--- config.mk ---
export PLATFORM = sky130hd
export DESIGN_NAME = aftpc_core
export DESIGN_NICKNAME = d
export VERILOG_FILES = /design/src/aftpc_pkg.sv /design/src/aftpc_adc_pipe.sv /design/src/aftpc_serializer.sv /design/src/aftpc_core.sv
export SDC_FILE = /design/constraint.sdc
export NUM_CORES = 1
export LEC_CHECK = 0
export ABC_AREA = 1
export BUFFER_PORTS_ARGS = -buffer_cell sky130_fd_sc_hd__buf_2
export CORE_UTILIZATION = 60
export CTS_CLUSTER_SIZE = 24
export DETAILED_ROUTE_END_ITERATION = 7
export GPL_ROUTABILITY_DRIVEN = 1
export HOLD_SLACK_MARGIN = 0.08
export PLACE_DENSITY_LB_ADDON = 0.08
export SLEW_MARGIN = 20
export SYNTH_ARGS = -nofsm -noshare
export SYNTH_HDL_FRONTEND = slang
export SYNTH_SLANG_ARGS = --single-unit
--- constraint.sdc ---
create_clock -name core_clk -period 10.4 [get_ports core_clk]
set_input_delay 1.04 -clock core_clk [delete_from_list [all_inputs] [get_ports core_clk]]
set_output_delay 1.04 -clock core_clk [all_outputs]
set_load 0.02 [all_outputs]
--- src/aftpc_pkg.sv ---
package aftpc_pkg;
    // Register offsets in the serial-port space
    localparam logic [9:0] REG_FILT_TUNE_HP = 10'h02B;
    localparam logic [9:0] REG_FILT_ROUTE = 10'h109;
    localparam logic [9:0] REG_LPF_SCALE = 10'h00F;
    localparam logic [9:0] REG_LNA_BIAS = 10'h012;
    localparam logic [9:0] REG_CLK_CTRL = 10'h100;
    localparam logic [9:0] REG_STATUS = 10'h101;
    // Field positions
    localparam int TUNE_START_BIT = 6;
    localparam int ROUTE_EN_BIT = 4;
    localparam int DCS_EN_BIT = 0;
    // Reset values
    localparam logic [7:0] RST_FILT_TUNE_HP = 8'h00;
    localparam logic [7:0] RST_FILT_ROUTE = 8'h00;
    localparam logic [7:0] RST_LPF_SCALE = 8'h00;
    localparam logic [7:0] RST_LNA_BIAS = 8'h03;
    localparam logic [7:0] RST_CLK_CTRL = 8'h01;
    // Cycle counts, clock rate, wake time in microseconds and sample width
    localparam int TUNE_CYCLES = 512;
    localparam int DLL_LOCK_CYCLES = 8;
    localparam int CLK_MHZ = 25;
    localparam int POWERDOWN_PIN_WAKE_US = 375;
    localparam int POWERDOWN_PIN_WAKE_CYCLES = POWERDOWN_PIN_WAKE_US * CLK_MHZ;
    localparam int STANDBY_PIN_WAKE_CYCLES = 50;
    localparam int PIPE_LATENCY = 8;
    localparam int SAMPLE_W = 14;

    typedef enum logic [1:0] {
        AFTPC_RUN = 2'b00,
        AFTPC_WAKE = 2'b01,
        AFTPC_STANDBY_PIN = 2'b11,
        AFTPC_POWERDOWN_PIN = 2'b10
    } aftpc_pwr_t;

    // Serial-port register access strobe bundle
    typedef struct packed {
        logic wrEn;
        logic rdEn;
        logic [9:0] addr;
        logic [7:0] wdata;
    } aftpc_regreq_t;
endpackage

--- src/aftpc_adc_pipe.sv ---
module aftpc_adc_pipe
    import aftpc_pkg::*;
#(
    parameter int WIDTH = SAMPLE_W,
    parameter int DEPTH = PIPE_LATENCY
) (
    input wire logic core_clk,
    input wire logic srst,
    input wire logic clkEn,
    input wire logic [WIDTH-1:0] rawSample,
    input wire logic [WIDTH-1:0] corrTerm,
    output logic [WIDTH-1:0] result
);
    logic [WIDTH-1:0] stage_ff [DEPTH];

    // Stage 0 corrects and takes a new sample on every clock with clkEn high; later stages carry older ones
    genvar gi;
    generate
        for (gi = 0; gi < DEPTH; gi++) begin : g_stage
            always_ff @(posedge core_clk) begin
                if (srst) begin
                    stage_ff[gi] <= '0;
                end else if (clkEn) begin
                    if (gi == 0) begin
                        stage_ff[gi] <= rawSample + corrTerm;
                    end else begin
                        stage_ff[gi] <= stage_ff[gi-1];
                    end
                end
            end
        end
    endgenerate

    assign result = stage_ff[DEPTH-1];
endmodule

--- src/aftpc_serializer.sv ---
module aftpc_serializer
    import aftpc_pkg::*;
#(
    parameter int WIDTH = SAMPLE_W
) (
    input wire logic core_clk,
    input wire logic srst,
    input wire logic clkEn,
    input wire logic [WIDTH-1:0] word,
    output logic serBit,
    output logic frameMark
);
    logic [WIDTH-1:0] shift_ff;
    logic [$clog2(WIDTH)-1:0] cnt_ff;
    logic serBit_ff;
    logic frame_ff;
    wire lastBit = (cnt_ff == ($clog2(WIDTH))'(WIDTH - 1));

    // Aligned word loaded at frame start, then shifted MSB first
    always_ff @(posedge core_clk) begin
        if (srst) begin
            shift_ff <= '0;
            cnt_ff <= '0;
            serBit_ff <= 1'b0;
            frame_ff <= 1'b0;
        end else if (clkEn) begin
            cnt_ff <= lastBit ? '0 : cnt_ff + 1'b1;
            shift_ff <= lastBit ? word : {shift_ff[WIDTH-2:0], 1'b0};
            serBit_ff <= shift_ff[WIDTH-1];
            frame_ff <= lastBit;
        end
    end

    assign serBit = serBit_ff;
    assign frameMark = frame_ff;
endmodule

--- src/aftpc_core.sv ---
module aftpc_core
    import aftpc_pkg::*;
#(
    parameter int NCH = 8,
    parameter int WAKE_MAX = POWERDOWN_PIN_WAKE_CYCLES
) (
    input wire logic core_clk,
    input wire logic srst,
    input wire logic clkEn,
    input wire aftpc_regreq_t regReq,
    output logic [7:0] regRdata,
    input wire logic powerdown_pin,
    input wire logic standby_pin,
    input wire logic rateChange,
    input wire logic [NCH-1:0] filtOutP,
    input wire logic [NCH-1:0] filtOutN,
    input wire logic [SAMPLE_W-1:0] rawSample,
    input wire logic [SAMPLE_W-1:0] corrTerm,
    output logic gp_out_a,
    output logic gp_out_b,
    output logic tuneActive,
    output logic [1:0] hpRatioSel,
    output logic [4:0] lpfScale,
    output logic [7:0] lnaBias,
    output logic dcsEnable,
    output logic sampleValid,
    output logic refOn,
    output logic pllBiasOn,
    output logic lvdsData,
    output logic lvdsFrame,
    output logic lvdsOe,
    output logic [SAMPLE_W-1:0] adcResult
);
    // Registers
    logic [7:0] tuneHp_ff;
    logic [7:0] route_ff;
    logic [7:0] lpf_ff;
    logic [7:0] lna_ff;
    logic [7:0] clkCtrl_ff;
    logic [7:0] rdata_ff;
    logic [9:0] tuneCnt_ff;
    logic tuneAct_ff;
    logic [3:0] dllCnt_ff;
    logic sValid_ff;
    aftpc_pwr_t pwr_ff;
    logic [$clog2(WAKE_MAX+1)-1:0] wake_ff;
    logic [$clog2(WAKE_MAX+1)-1:0] pdTime_ff;
    logic gpA_ff, gpB_ff;
    logic refOn_ff, pllOn_ff, oe_ff, dat_ff, frm_ff;
    logic [SAMPLE_W-1:0] res_ff;
    logic dcsPhase_ff;

    // Address decode
    wire hitTune = regReq.addr == REG_FILT_TUNE_HP;
    wire hitRoute = regReq.addr == REG_FILT_ROUTE;
    wire hitLpf = regReq.addr == REG_LPF_SCALE;
    wire hitLna = regReq.addr == REG_LNA_BIAS;
    wire hitClk = regReq.addr == REG_CLK_CTRL;
    wire hitStat = regReq.addr == REG_STATUS;
    wire wrTune = regReq.wrEn && hitTune;
    wire tuneStart = wrTune && regReq.wdata[TUNE_START_BIT];
    wire tuneDone = tuneAct_ff && (tuneCnt_ff == 10'(TUNE_CYCLES - 1));
    wire clkWrChange = regReq.wrEn && hitClk;
    wire dllRestart = rateChange || clkWrChange;

    // Read mux; status shows tuning, lock and power state
    wire [7:0] statusVal = {4'h0, pwr_ff, sValid_ff, tuneAct_ff};
    wire [7:0] nxt_rdata = hitTune ? {tuneHp_ff[7], tuneAct_ff, tuneHp_ff[5:0]} :
                           hitRoute ? route_ff :
                           hitLpf ? lpf_ff :
                           hitLna ? lna_ff :
                           hitClk ? clkCtrl_ff :
                           hitStat ? statusVal : 8'h00;

    // Test route channel select held in bits 2:0 of the route register
    wire [2:0] chSel = route_ff[2:0];
    wire routeOn = route_ff[ROUTE_EN_BIT];
    wire selP = filtOutP[chSel];
    wire selN = filtOutN[chSel];
    wire inLowPower = (pwr_ff == AFTPC_POWERDOWN_PIN) || (pwr_ff == AFTPC_STANDBY_PIN);

    // Register writes
    always_ff @(posedge core_clk) begin
        if (srst) begin
            tuneHp_ff <= RST_FILT_TUNE_HP;
            route_ff <= RST_FILT_ROUTE;
            lpf_ff <= RST_LPF_SCALE;
            lna_ff <= RST_LNA_BIAS;
            clkCtrl_ff <= RST_CLK_CTRL;
            rdata_ff <= 8'h00;
        end else if (clkEn) begin
            if (wrTune) tuneHp_ff <= regReq.wdata;
            if (regReq.wrEn && hitRoute) route_ff <= regReq.wdata;
            if (regReq.wrEn && hitLpf) lpf_ff <= regReq.wdata;
            if (regReq.wrEn && hitLna) lna_ff <= regReq.wdata;
            if (clkWrChange) clkCtrl_ff <= regReq.wdata;
            if (regReq.rdEn) rdata_ff <= nxt_rdata;
        end
    end

    // Tuning sequencer: fixed 512-cycle run, start bit self-clears
    always_ff @(posedge core_clk) begin
        if (srst) begin
            tuneAct_ff <= 1'b0;
            tuneCnt_ff <= '0;
        end else if (clkEn) begin
            if (tuneStart && !tuneAct_ff) begin
                tuneAct_ff <= 1'b1;
                tuneCnt_ff <= '0;
            end else if (tuneDone) begin
                tuneAct_ff <= 1'b0;
            end else if (tuneAct_ff) begin
                tuneCnt_ff <= tuneCnt_ff + 10'h001;
            end
        end
    end

    // Stabilizer lock window after a rate change
    always_ff @(posedge core_clk) begin
        if (srst) begin
            dllCnt_ff <= '0;
            sValid_ff <= 1'b0;
            dcsPhase_ff <= 1'b0;
        end else if (clkEn) begin
            dcsPhase_ff <= clkCtrl_ff[DCS_EN_BIT] ? ~dcsPhase_ff : 1'b0;
            if (dllRestart || inLowPower) begin
                dllCnt_ff <= '0;
                sValid_ff <= 1'b0;
            end else if (dllCnt_ff != 4'(DLL_LOCK_CYCLES)) begin
                dllCnt_ff <= dllCnt_ff + 4'h1;
                sValid_ff <= 1'b0;
            end else begin
                sValid_ff <= 1'b1;
            end
        end
    end

    // Power state machine; power-down takes precedence over standby
    always_ff @(posedge core_clk) begin
        if (srst) begin
            pwr_ff <= AFTPC_RUN;
            wake_ff <= '0;
            pdTime_ff <= '0;
        end else if (clkEn) begin
            unique case (pwr_ff)
                AFTPC_RUN: begin
                    pdTime_ff <= '0;
                    if (powerdown_pin) pwr_ff <= AFTPC_POWERDOWN_PIN;
                    else if (standby_pin) pwr_ff <= AFTPC_STANDBY_PIN;
                end
                AFTPC_POWERDOWN_PIN: begin
                    if (pdTime_ff != ($bits(pdTime_ff))'(WAKE_MAX)) begin
                        pdTime_ff <= pdTime_ff + 1'b1;
                    end
                    if (!powerdown_pin) begin
                        pwr_ff <= AFTPC_WAKE;
                        wake_ff <= pdTime_ff;
                    end
                end
                AFTPC_STANDBY_PIN: begin
                    if (powerdown_pin) begin
                        pwr_ff <= AFTPC_POWERDOWN_PIN;
                    end else if (!standby_pin) begin
                        pwr_ff <= AFTPC_WAKE;
                        wake_ff <= ($bits(wake_ff))'(STANDBY_PIN_WAKE_CYCLES);
                    end
                end
                AFTPC_WAKE: begin
                    if (powerdown_pin) begin
                        pwr_ff <= AFTPC_POWERDOWN_PIN;
                    end else if (standby_pin) begin
                        pwr_ff <= AFTPC_STANDBY_PIN;
                    end else if (wake_ff == '0) begin
                        pwr_ff <= AFTPC_RUN;
                    end else begin
                        wake_ff <= wake_ff - 1'b1;
                    end
                end
            endcase
        end
    end

    // ADC pipeline and serializer
    logic [SAMPLE_W-1:0] pipeOut;
    logic serBit, serFrame;
    aftpc_adc_pipe #(.WIDTH(SAMPLE_W), .DEPTH(PIPE_LATENCY)) u_pipe (
        .core_clk(core_clk),
        .srst(srst),
        .clkEn(clkEn),
        .rawSample(rawSample),
        .corrTerm(corrTerm),
        .result(pipeOut)
    );
    aftpc_serializer #(.WIDTH(SAMPLE_W)) u_ser (
        .core_clk(core_clk),
        .srst(srst),
        .clkEn(clkEn),
        .word(pipeOut),
        .serBit(serBit),
        .frameMark(serFrame)
    );

    // Registered outputs: test route, power enables, LVDS drivers; drivers and PLL stay off until wake-up ends
    always_ff @(posedge core_clk) begin
        if (srst) begin
            gpA_ff <= 1'b0;
            gpB_ff <= 1'b0;
            refOn_ff <= 1'b1;
            pllOn_ff <= 1'b1;
            oe_ff <= 1'b0;
            dat_ff <= 1'b0;
            frm_ff <= 1'b0;
            res_ff <= '0;
        end else if (clkEn) begin
            gpA_ff <= routeOn & selP;
            gpB_ff <= routeOn & selN;
            refOn_ff <= pwr_ff != AFTPC_POWERDOWN_PIN;
            pllOn_ff <= pwr_ff == AFTPC_RUN;
            oe_ff <= pwr_ff == AFTPC_RUN;
            dat_ff <= serBit;
            frm_ff <= serFrame;
            res_ff <= pipeOut;
        end
    end

    assign regRdata = rdata_ff;
    assign gp_out_a = gpA_ff;
    assign gp_out_b = gpB_ff;
    assign tuneActive = tuneAct_ff;
    assign hpRatioSel = tuneHp_ff[1:0];
    assign lpfScale = lpf_ff[7:3];
    assign lnaBias = lna_ff;
    assign dcsEnable = clkCtrl_ff[DCS_EN_BIT];
    assign sampleValid = sValid_ff;
    assign refOn = refOn_ff;
    assign pllBiasOn = pllOn_ff;
    assign lvdsData = dat_ff;
    assign lvdsFrame = frm_ff;
    assign lvdsOe = oe_ff;
    assign adcResult = res_ff;
endmodule

Yosys cells after proc, flatten, opt, wreduce, memory -nomap -nowiden

Memory sizes are Yosys's and may differ from the RTL's.
Index checks and enable logic that the tools add are counted.

Register bits: 135
Bits in latches: 0
Bits in writable memories: 112
Bits in read-only memories: 0
Word-level logic and storage cells: 151
Memories kept: 1

Memories:

| name            | words | bits a word | read ports | clocked after memory_dff | wr ports | line                 | source |
|---|---|---|---|---|---|---|---|
| u_pipe.stage_ff | 8     | 14          | 8          | 0                        | 8        | aftpc_adc_pipe.sv:14 | `logic [WIDTH-1:0] stage_ff [DEPTH];` |

Add/subtract/negate cells: 6
$mul: 0
Div/mod/pow operators: 0
Magnitude comparators: 1
Equal/unequal tests: 25
Shift operators: 0
Muxes and demuxes: 52
Bitwise gates (word level): 10
Reduce and logical (&&, ||, !) cells: 31

Operator list:

| operator                | count |
|---|---|
| $mux W14                | 16 |
| $pmux W14 S3            | 1 |
| $eq A10 B9 Y1 const B   | 4 |
| $mux W8                 | 5 |
| $mux W10                | 3 |
| $pmux W14 S2            | 1 |
| $mux W2                 | 8 |
| $mux W4                 | 4 |
| $reduce_and A2 Y1       | 8 |
| $add A14 B1 Y14 const B | 1 |
| $add A14 B14 Y14        | 1 |
| $logic_not A14 Y1       | 1 |
| $ne A14 B14 Y1 const B  | 1 |
| $ne A2 B2 Y1 const B    | 7 |
| $sub A14 B1 Y14 const B | 1 |
| $mux W1                 | 11 |
| $add A10 B1 Y10 const B | 1 |
| $eq A10 B4 Y1 const B   | 1 |
| $eq A10 B5 Y1 const B   | 1 |
| $eq A10 B6 Y1 const B   | 1 |
| $add A4 B1 Y4 const B   | 2 |
| $logic_and A1 B1 Y1     | 8 |
| $ne A4 B4 Y1 const B    | 2 |
| $or A1 B1 Y1            | 8 |
| 17 further kinds        | 28 |

Depth between registers and ports, before layout

Gate-level depths: netlist of run 1.

Depth after elaboration: 7
Mapped depth: 12
Gate-level depth less buffers: 12

Hierarchy

A second synthesis of run 1 with hierarchy kept.

Cells, all modules: 1568
Area, all modules: 12348.1 µm²

Modules (own cells, without submodules):

| module           | instances | cells each | area an instance (µm²) | sequential area each (µm²) |
|---|---|---|---|---|
| aftpc_core       | 1         | 908        | 6157.2                 | 2282.2 |
| aftpc_adc_pipe   | 1         | 510        | 5202.5                 | 3363.2 |
| aftpc_serializer | 1         | 150        | 988.4                  | 400.4 |

Worst setup path before layout of run 1

OpenSTA, ideal clock, no wires.

Kind: in2reg
Start point: input port clkEn
End point: memory u_pipe.stage_ff[0][0] (netlist name) (enable)
Arrival time: 3.579 ns
Slack: 6.352 ns
Stages on the path: 3
Cells stage by stage: buf_2 nor2_1 inv_1

RTL lines:

| item               | line                 | source |
|---|---|---|
| start: declaration | aftpc_core.sv:9      | `input wire logic clkEn,` |
| end: declaration   | aftpc_adc_pipe.sv:14 |  |

==> flow_results.xml, run 1 <==
<?xml version="1.0" encoding="UTF-8"?>
<metrics>
  <group name="yosys">
    <metric name="async_flop_share" unit="%">0</metric>
    <metric name="synth-adder-area-share" unit="%">2.12</metric>
    <metric name="synth_edf_count" unit="">112</metric>
    <metric name="synthSimpleGateAreaFrac" unit="%">22.0</metric>
    <metric name="ys_dominant_reg_cell" unit="">dfxtp_1</metric>
    <metric name="synth.cell_area" unit="µm²">11600</metric>
    <metric name="avgSynthCellArea" unit="µm²">8.11</metric>
    <metric name="yosys-mux-area-fraction" unit="%">0</metric>
    <metric name="mappedNetlistNets" unit="">1514</metric>
    <metric name="synth_top_family_by_area" unit="">simple AND/OR/NAND/NOR gates</metric>
    <metric name="synth_xor_xnor_area_share" unit="%">0.909</metric>
    <metric name="ys_warn_count" unit="">0</metric>
    <metric name="yosysSeqAreaShare" unit="%">52.3</metric>
    <metric name="post_synth_inst_count" unit="">1425</metric>
    <metric name="synth_cell_types" unit="">43</metric>
    <metric name="synth.ff_latch_count" unit="">246</metric>
    <metric name="compound_cell_area_share_of_the_yosys_netlist" unit="%">12.7</metric>
  </group>
  <group name="die">
    <metric name="rows" unit="">50</metric>
    <metric name="die_h" unit="µm">141</metric>
    <metric name="die_width" unit="µm">141</metric>
    <metric name="floorplan.die_area" unit="µm²">19800</metric>
    <metric name="core_region_area" unit="µm²">18800</metric>
    <metric name="boundaryPins" unit="">117</metric>
    <metric name="initial_utilization" unit="%">61.6</metric>
  </group>
  <group name="power">
    <metric name="power.total" unit="W">0.00220</metric>
    <metric name="power_density_over_the_cells" unit="nW/µm²">168</metric>
    <metric name="ir_worst_vdd" unit="mV">0.165</metric>
    <metric name="power.leakage" unit="nW">5.56</metric>
  </group>
  <group name="timing">
    <metric name="final_max_slew_viol_count" unit="">0</metric>
    <metric name="final-setup-viol-count" unit="">0</metric>
    <metric name="finalHoldViolations" unit="">0</metric>
    <metric name="clock.fmax" unit="MHz">337</metric>
    <metric name="grt_setup_unrepaired" unit="">no</metric>
    <metric name="relSlewSlack" unit="%">30.4</metric>
    <metric name="setup-tns-final" unit="ps">0</metric>
    <metric name="layout_worst_path_cycle_share" unit="%">28.6</metric>
    <metric name="timing.clock.skew" unit="ps">7.93</metric>
    <metric name="worst-slew-pin-transition" unit="ps">1040</metric>
    <metric name="final_period_minus_worst_setup_slack" unit="ps">2970</metric>
    <metric name="setup_ws" unit="ps">7430</metric>
  </group>
  <group name="job">
    <metric name="max-cap-violations" unit="">0</metric>
  </group>
  <group name="routing">
    <metric name="vias_per_cell" unit="">5.37</metric>
    <metric name="wirelength" unit="µm">25400</metric>
    <metric name="vias" unit="">9516</metric>
    <metric name="antenna_violation_net_count_after_detailed_routing" unit="">0</metric>
    <metric name="residual_drc" unit="">0</metric>
    <metric name="detail_route.iter0.violations" unit="">704</metric>
    <metric name="detail_route.wl_per_cell" unit="µm">14.4</metric>
    <metric name="1st_pass_router_iterations" unit="">5</metric>
  </group>
  <group name="clock_network">
    <metric name="post-cts-setup-buffer-count" unit="">0</metric>
    <metric name="cts-buffers-inserted" unit="">25</metric>
    <metric name="htree_levels" unit="">1</metric>
    <metric name="clock_input_transition_at_the_sequential_cells_of_the_worst_setup_and_hold_paths" unit="ps">60</metric>
    <metric name="clkSinkCount" unit="">246</metric>
    <metric name="post_cts_hold_buffer_count" unit="">0</metric>
    <metric name="cts-root-to-sink-buffers" unit="">3</metric>
    <metric name="clk-insertion-delay-late" unit="ps">540</metric>
    <metric name="tritoncts" unit="">yes</metric>
    <metric name="postCtsResizedCells" unit="">0</metric>
    <metric name="root_buffer" unit="">clkbuf_16</metric>
  </group>
  <group name="status">
    <metric name="outcome" unit="">completed</metric>
  </group>
  <group name="setup_path">
    <metric name="setup.worst_path.start_class" unit="">input port</metric>
    <metric name="critical_path.top_delay_family" unit="">buffers and inverters</metric>
    <metric name="cp_cell_sequence" unit="">buf_2 -&gt; buf_4 -&gt; nor2_2 -&gt; buf_4 -&gt; inv_4 -&gt; buf_4</metric>
    <metric name="worstPathRequired" unit="ps">10560</metric>
    <metric name="worst-path-max-fanout" unit="">87</metric>
    <metric name="rr_worst_depth" unit="">9</metric>
    <metric name="critical-path-max-stage-delay" unit="ps">870</metric>
    <metric name="critical_path_depth" unit="">6</metric>
    <metric name="crit_arrival" unit="ps">3130</metric>
    <metric name="timing.setup.critical_path_class" unit="">input port to flip-flop</metric>
    <metric name="path_common_cell" unit="">buf_4</metric>
    <metric name="cp.buffers_inverters" unit="">5</metric>
    <metric name="critPathSlowestCell" unit="">buf_4</metric>
    <metric name="timing.critical_path.to_type" unit="">flip-flop</metric>
  </group>
  <group name="cells_and_area">
    <metric name="layout.cells.non_filler" unit="">1773</metric>
    <metric name="final_layout_size_suffix_gt1_share" unit="%">12.5</metric>
    <metric name="antennaDiodeCount" unit="">0</metric>
    <metric name="flow.area_growth_from_synthesis" unit="%">13.1</metric>
    <metric name="final_nets" unit="">1609</metric>
    <metric name="fillers" unit="">1563</metric>
  </group>
  <group name="placement">
    <metric name="globalplace.congestion" unit="">0.913</metric>
    <metric name="detailedPlace.worstSlack" unit="ps">6880</metric>
    <metric name="place_hpwl" unit="µm">17500</metric>
    <metric name="placement.io_buffers" unit="">116</metric>
    <metric name="dp_cells" unit="">1727</metric>
  </group>
  <group name="global_route">
    <metric name="grt_pass1_wl" unit="µm">41800</metric>
    <metric name="global_route.overflow_total" unit="">0</metric>
    <metric name="groute.usage.overall" unit="%">26.1</metric>
    <metric name="grt_pass1_vias" unit="">8706</metric>
    <metric name="antenna_found_initial" unit="">0</metric>
    <metric name="maximum_number_of_pins_on_one_net_before_global_route_repair" unit="">110</metric>
  </group>
  <group name="hold_path">
    <metric name="class_of_the_tightest_hold_or_removal_check" unit="">flip-flop to flip-flop</metric>
    <metric name="worst_hold_path.num_cells" unit="">2</metric>
  </group>
</metrics>
-- report_power, final --
| part | switching, W | internal, W |
|---|---|---|
| logic | 0.000147 | 0.0000681 |
| clock network | 0.000373 | 0.000530 |
| registers | 0.0000239 | 0.00106 |
| total | 0.000543 | 0.00165 |
-- registers in the layout (all words and copies together), names as in the netlist, 2 cells and up --
register / cells
route_ff: 8
regRdata: 8
u_ser.shift_ff: 14
clkCtrl_ff: 8
pwr_ff: 2
dllCnt_ff: 4
tuneCnt_ff: 10
adcResult: 14
wake_ff: 14
pdTime_ff: 14
lpf_ff: 8
tuneHp_ff: 7
u_pipe.stage_ff: 112
lnaBias: 8
u_ser.cnt_ff: 4
-- logic make-up after synthesis --
logic type | after synthesis
DFF | 246
adders and majority gates | 19
xor gates and xnor gates | 12
and+or+nand+nor | 594
buffers and inverters | 290
AOI/OAI and AO/OA | 264
-- worst min-delay path, delay by kind of cell (launching register included) --
kind	cells	cell delay, ps
AOI/OAI and AO/OA	1	50
DFF	1	310
buffers and inverters	1	40
-- layer usage --
| layer | global-route usage [%] | vias up | share of wire, % |
|---|---|---|---|
| li1 | - | 4839 | - |
| met2 | 43.7 | 246 | 47 |
| met3 | 3.26 | 40 | 5.3 |
| met1 | 35.6 | 4391 | 45 |
| met4 | 7.44 | 0 | 2.3 |
| met5 | 0 | - | 0 |
-- final timing paths --
path	startpoint	end	slack, ps
worst max-delay path	srst	u_pipe.stage_ff[0][18]	7430
worst max register to register	pwr_ff[0]	wake_ff[13]	7820
worst min register to register	lpf_ff[1]	lpf_ff[1]	440
worst min-delay path	lpf_ff[1]	lpf_ff[1]	440
-- layout by cell type (no fill, tap or decap), drive strengths merged --
master / instances
nor2: 265
clkbuf: 39
fa: 1
nand3: 69
buf: 122
nand2: 199
a31oi: 1
xnor2: 2
a21o: 2
nand3b: 3
o221ai: 2
o21ai: 112
inv: 236
o2111ai: 2
o31ai: 2
o21bai: 2
a211oi: 11
a21oi: 100
o22ai: 8
o211ai: 3
nand4: 31
a22oi: 1
dfxtp: 134
or2: 1
nor3: 24
a22o: 13
o21a: 5
ha: 18
edfxtp: 112
nor3b: 2
clkinv: 7
xor2: 10
-- layout make-up --
class / count / area [µm²] / area share [%]
repair buffers: 122 / 626 / 4.79
clock inverters: 7 / 50.0 / 0.383
inverters: 236 / 890 / 6.81
well taps: 234 / 293 / 2.24
multi-input cells: 889 / 4370 / 33.4
flip-flops and latches: 246 / 6050 / 46.3
clock buffers: 39 / 800 / 6.12
-- stage by stage --
step	hold slack (ps)	cell area, µm²	utilization, %
after CTS	447	13100	69.6
after global routing	460	13100	69.6
after global placement	434	12200	65.1
after detailed placement	438	12200	65.1
after floorplan	424	11600	-
final	445	13100	69.6
-- cells in the mapped netlist (2+ instances only) --
library cell / number / area share (%)
a21o_1: 2 / 0.13
a211oi_1: 9 / 0.58
a21oi_1: 100 / 4.3
o21ai_0: 112 / 4.9
inv_2: 3 / 0.097
nor2_4: 3 / 0.29
a22o_1: 13 / 0.99
nand2_1: 193 / 6.3
nor3_2: 2 / 0.17
o2111ai_1: 2 / 0.15
nor2_1: 258 / 8.4
o22ai_1: 8 / 0.43
a211oi_2: 2 / 0.22
nand4_1: 30 / 1.6
buf_4: 10 / 0.65
o221ai_1: 2 / 0.15
o31ai_1: 2 / 0.13
o211ai_1: 3 / 0.19
buf_2: 10 / 0.43
nor3_1: 22 / 0.95
dfxtp_1: 134 / 23
nand2_2: 5 / 0.27
o21bai_1: 2 / 0.13
inv_1: 233 / 7.6
nand3b_1: 3 / 0.19
o21a_1: 5 / 0.32
xor2_1: 10 / 0.76
ha_1: 18 / 1.9
nor3b_1: 2 / 0.13
nand3_1: 65 / 2.8
xnor2_1: 2 / 0.15
edfxtp_1: 112 / 29
nand3_2: 4 / 0.35
nor2_2: 4 / 0.22
clkbuf_1: 32 / 1.0
Note: power is estimated with default switching activity, not from simulation.
==> inputs of run 2 (changes only) <==
Settings changed: CORE_UTILIZATION 60 to 59.
Clock period 10.4 ns to 3 ns, I/O delays scaled along.
==> run 2 against run 1 <==
  * Register-to-register slack worse by 7100 ps
  * First-iteration DRC count decreased by 13%
  * Sequential power rose to 3.5 times the previous value
  * Sequential share of layout area decreased by 0.42 points
  * Highest routed layer unchanged
  * Critical path depth up 3
  * Critical path type is now flip-flop to flip-flop
  * Die area rose by 1.7%
  * Largest power group unchanged
  * Global-route usage rose by 0.71 points
==> flow_results.xml, run 2 (same netlist as run 1, synthesis figures left out) <==
<?xml version="1.0" encoding="UTF-8"?>
<metrics>
  <group name="global_route">
    <metric name="grt_pass1_vias" unit="">9009</metric>
    <metric name="antenna_found_initial" unit="">1</metric>
    <metric name="grt_most_used_layer" unit="">met2</metric>
    <metric name="grt_pass1_wl" unit="µm">43200</metric>
    <metric name="groute.usage.overall" unit="%">26.8</metric>
    <metric name="grt.met3_usage" unit="%">4.41</metric>
    <metric name="grt.met2_usage" unit="%">46.5</metric>
    <metric name="global_route_met1_usage" unit="%">34.8</metric>
    <metric name="maximum_number_of_pins_on_one_net_before_global_route_repair" unit="">116</metric>
    <metric name="global_route.overflow_total" unit="">0</metric>
  </group>
  <group name="timing">
    <metric name="final-setup-viol-count" unit="">0</metric>
    <metric name="timing.clock.skew" unit="ps">7.52</metric>
    <metric name="relSlewSlack" unit="%">41.2</metric>
    <metric name="clock.fmax" unit="MHz">446</metric>
    <metric name="layout_worst_path_cycle_share" unit="%">74.7</metric>
    <metric name="worst-slew-pin-transition" unit="ps">879</metric>
    <metric name="final_period_minus_worst_setup_slack" unit="ps">2240</metric>
    <metric name="final_max_slew_viol_count" unit="">0</metric>
    <metric name="grt_setup_unrepaired" unit="">no</metric>
    <metric name="setup-tns-final" unit="ps">0</metric>
    <metric name="finalHoldViolations" unit="">0</metric>
  </group>
  <group name="cells_and_area">
    <metric name="final_common_cell" unit="">nor2_1</metric>
    <metric name="flow.area_growth_from_synthesis" unit="%">14.1</metric>
    <metric name="mostFrequentLayoutCells" unit="">nor2_1 (257), inv_1 (232), nand2_1 (193), dfxtp_1 (134), buf_2 (116)</metric>
    <metric name="top_register" unit="">u_pipe.stage_ff</metric>
    <metric name="fillers" unit="">1538</metric>
    <metric name="final_area" unit="µm²">13200</metric>
    <metric name="final_nets" unit="">1616</metric>
    <metric name="flip_flop_count_of_the_largest_register_all_copies_and_words_added" unit="">112</metric>
    <metric name="final_layout_size_suffix_gt1_share" unit="%">12.6</metric>
  </group>
  <group name="die">
    <metric name="die_width" unit="µm">142</metric>
    <metric name="floorplan.die_area" unit="µm²">20100</metric>
    <metric name="die_h" unit="µm">142</metric>
    <metric name="rows" unit="">50</metric>
    <metric name="boundaryPins" unit="">117</metric>
    <metric name="initial_utilization" unit="%">61.0</metric>
    <metric name="core_region_area" unit="µm²">19000</metric>
  </group>
  <group name="routing">
    <metric name="residual_drc" unit="">0</metric>
    <metric name="detail_route.iter0.violations" unit="">612</metric>
    <metric name="wirelength" unit="µm">26100</metric>
    <metric name="vias" unit="">9583</metric>
    <metric name="1st_pass_router_iterations" unit="">5</metric>
    <metric name="detail_route.wl_per_cell" unit="µm">14.4</metric>
    <metric name="vias_per_cell" unit="">5.30</metric>
    <metric name="antenna_violation_net_count_after_detailed_routing" unit="">0</metric>
  </group>
  <group name="power">
    <metric name="power_density_over_the_cells" unit="nW/µm²">579</metric>
    <metric name="power.share.switching" unit="%">24.4</metric>
    <metric name="intPower" unit="W">0.00578</metric>
    <metric name="clock_power_share" unit="%">41.2</metric>
    <metric name="ir_worst_vdd" unit="mV">0.535</metric>
    <metric name="power.share.combinational" unit="%">9.8</metric>
    <metric name="power.total" unit="W">0.00764</metric>
    <metric name="power.leakage" unit="nW">5.59</metric>
    <metric name="power_switching" unit="W">0.00186</metric>
    <metric name="seqPwrFrac" unit="%">48.9</metric>
  </group>
  <group name="clock_network">
    <metric name="cts-buffers-inserted" unit="">26</metric>
    <metric name="clk-insertion-delay-late" unit="ps">520</metric>
    <metric name="postCtsResizedCells" unit="">0</metric>
    <metric name="htree_levels" unit="">1</metric>
    <metric name="clkSinkCount" unit="">246</metric>
    <metric name="post-cts-setup-buffer-count" unit="">0</metric>
    <metric name="cts-root-to-sink-buffers" unit="">3</metric>
    <metric name="root_buffer" unit="">clkbuf_16</metric>
    <metric name="clock_input_transition_at_the_sequential_cells_of_the_worst_setup_and_hold_paths" unit="ps">60</metric>
    <metric name="tritoncts" unit="">yes</metric>
    <metric name="post_cts_hold_buffer_count" unit="">1</metric>
  </group>
  <group name="placement">
    <metric name="postPlaceCellArea" unit="µm²">12300</metric>
    <metric name="placement.io_buffers" unit="">116</metric>
    <metric name="place_hpwl" unit="µm">17900</metric>
    <metric name="globalplace.congestion" unit="">0.928</metric>
  </group>
  <group name="job">
    <metric name="max-cap-violations" unit="">0</metric>
  </group>
  <group name="status">
    <metric name="outcome" unit="">completed</metric>
  </group>
  <group name="setup_path">
    <metric name="worstPathRequired" unit="ps">3410</metric>
    <metric name="worst-path-max-fanout" unit="">19</metric>
    <metric name="timing.setup.critical_path_class" unit="">flip-flop to flip-flop</metric>
    <metric name="timing.critical_path.to_type" unit="">flip-flop</metric>
    <metric name="crit_arrival" unit="ps">2650</metric>
    <metric name="setup.worst_path.start_class" unit="">flip-flop</metric>
    <metric name="r2r_setup_slack" unit="ps">760</metric>
  </group>
  <group name="hold_path">
    <metric name="class_of_the_tightest_hold_or_removal_check" unit="">input port to flip-flop</metric>
  </group>
</metrics>
[run 2: cell count changes in the layout (fill, tap and decap cells not counted), moves of 2 or more]
cell,before,now
clkbuf_1,3,8
clkbuf_8,10,5
buf_4,6,9
clkinv_2,7,4
buf_12,0,2
clkinvlp_4,0,2
inv_6,0,2
[run 2: area by class of cell]
| cell class | instances | area [µm²] | area share (%) |
|---|---|---|---|
| flip-flops and latches | 246 | 6050 | 45.8 |
| multi-input cells | 889 | 4370 | 33.1 |
| inverters | 236 | 891 | 6.75 |
| clock buffers | 40 | 774 | 5.87 |
| repair buffers | 128 | 698 | 5.29 |
| well taps | 260 | 325 | 2.47 |
| clock inverters | 8 | 86.3 | 0.655 |
| diodes | 1 | 2.50 | 0.0190 |
[run 2: power by group through the flow]
stage	sequential [W]	clock [W]	combinational, W
after floorplan	0.00379	0	0.000530
after global placement	0.00380	0	0.000735
after detailed placement	0.00381	0	0.000742
after CTS	0.00374	0.00321	0.000751
after global routing	0.00375	0.00334	0.000856
final	0.00374	0.00315	0.000752
[run 2: final timing paths]
kind / startpoint / to / depth (start not counted)
max: pwr_ff[0] / wake_ff[13] / 9
min: regReq[7] / lnaBias[7] / 3
max reg2reg: pwr_ff[0] / wake_ff[13] / 9
min reg2reg: lpf_ff[1] / lpf_ff[1] / 2
[run 2: critical path, cell delays in order (launching register included)]
cell      delay [ps]
dfxtp_1          660
inv_2            190
nand2_4          140
inv_1            150
a211oi_2         230
nand2_2          250
inv_2            230
o21ai_0          120
nor2_1           120
nor2_1            40
[run 2: per-stage QoR]
stage	setup slack, ps	cells	hold slack, ps	utilization (%)
CTS	787	1807	81.6	69.6
floorplan	11.0	1425	424	-
global route	597	1807	107	69.6
finish	760	1808	104	69.6
global placement	835	1758	433	65.0
detailed placement	809	1758	436	65.0
[run 2: per-layer routing]
layer	vias up	part of all wire (%)
met2	248	48
met3	39	5.4
li1	4866	-
met1	4430	44
met5	-	0
met4	0	1.9
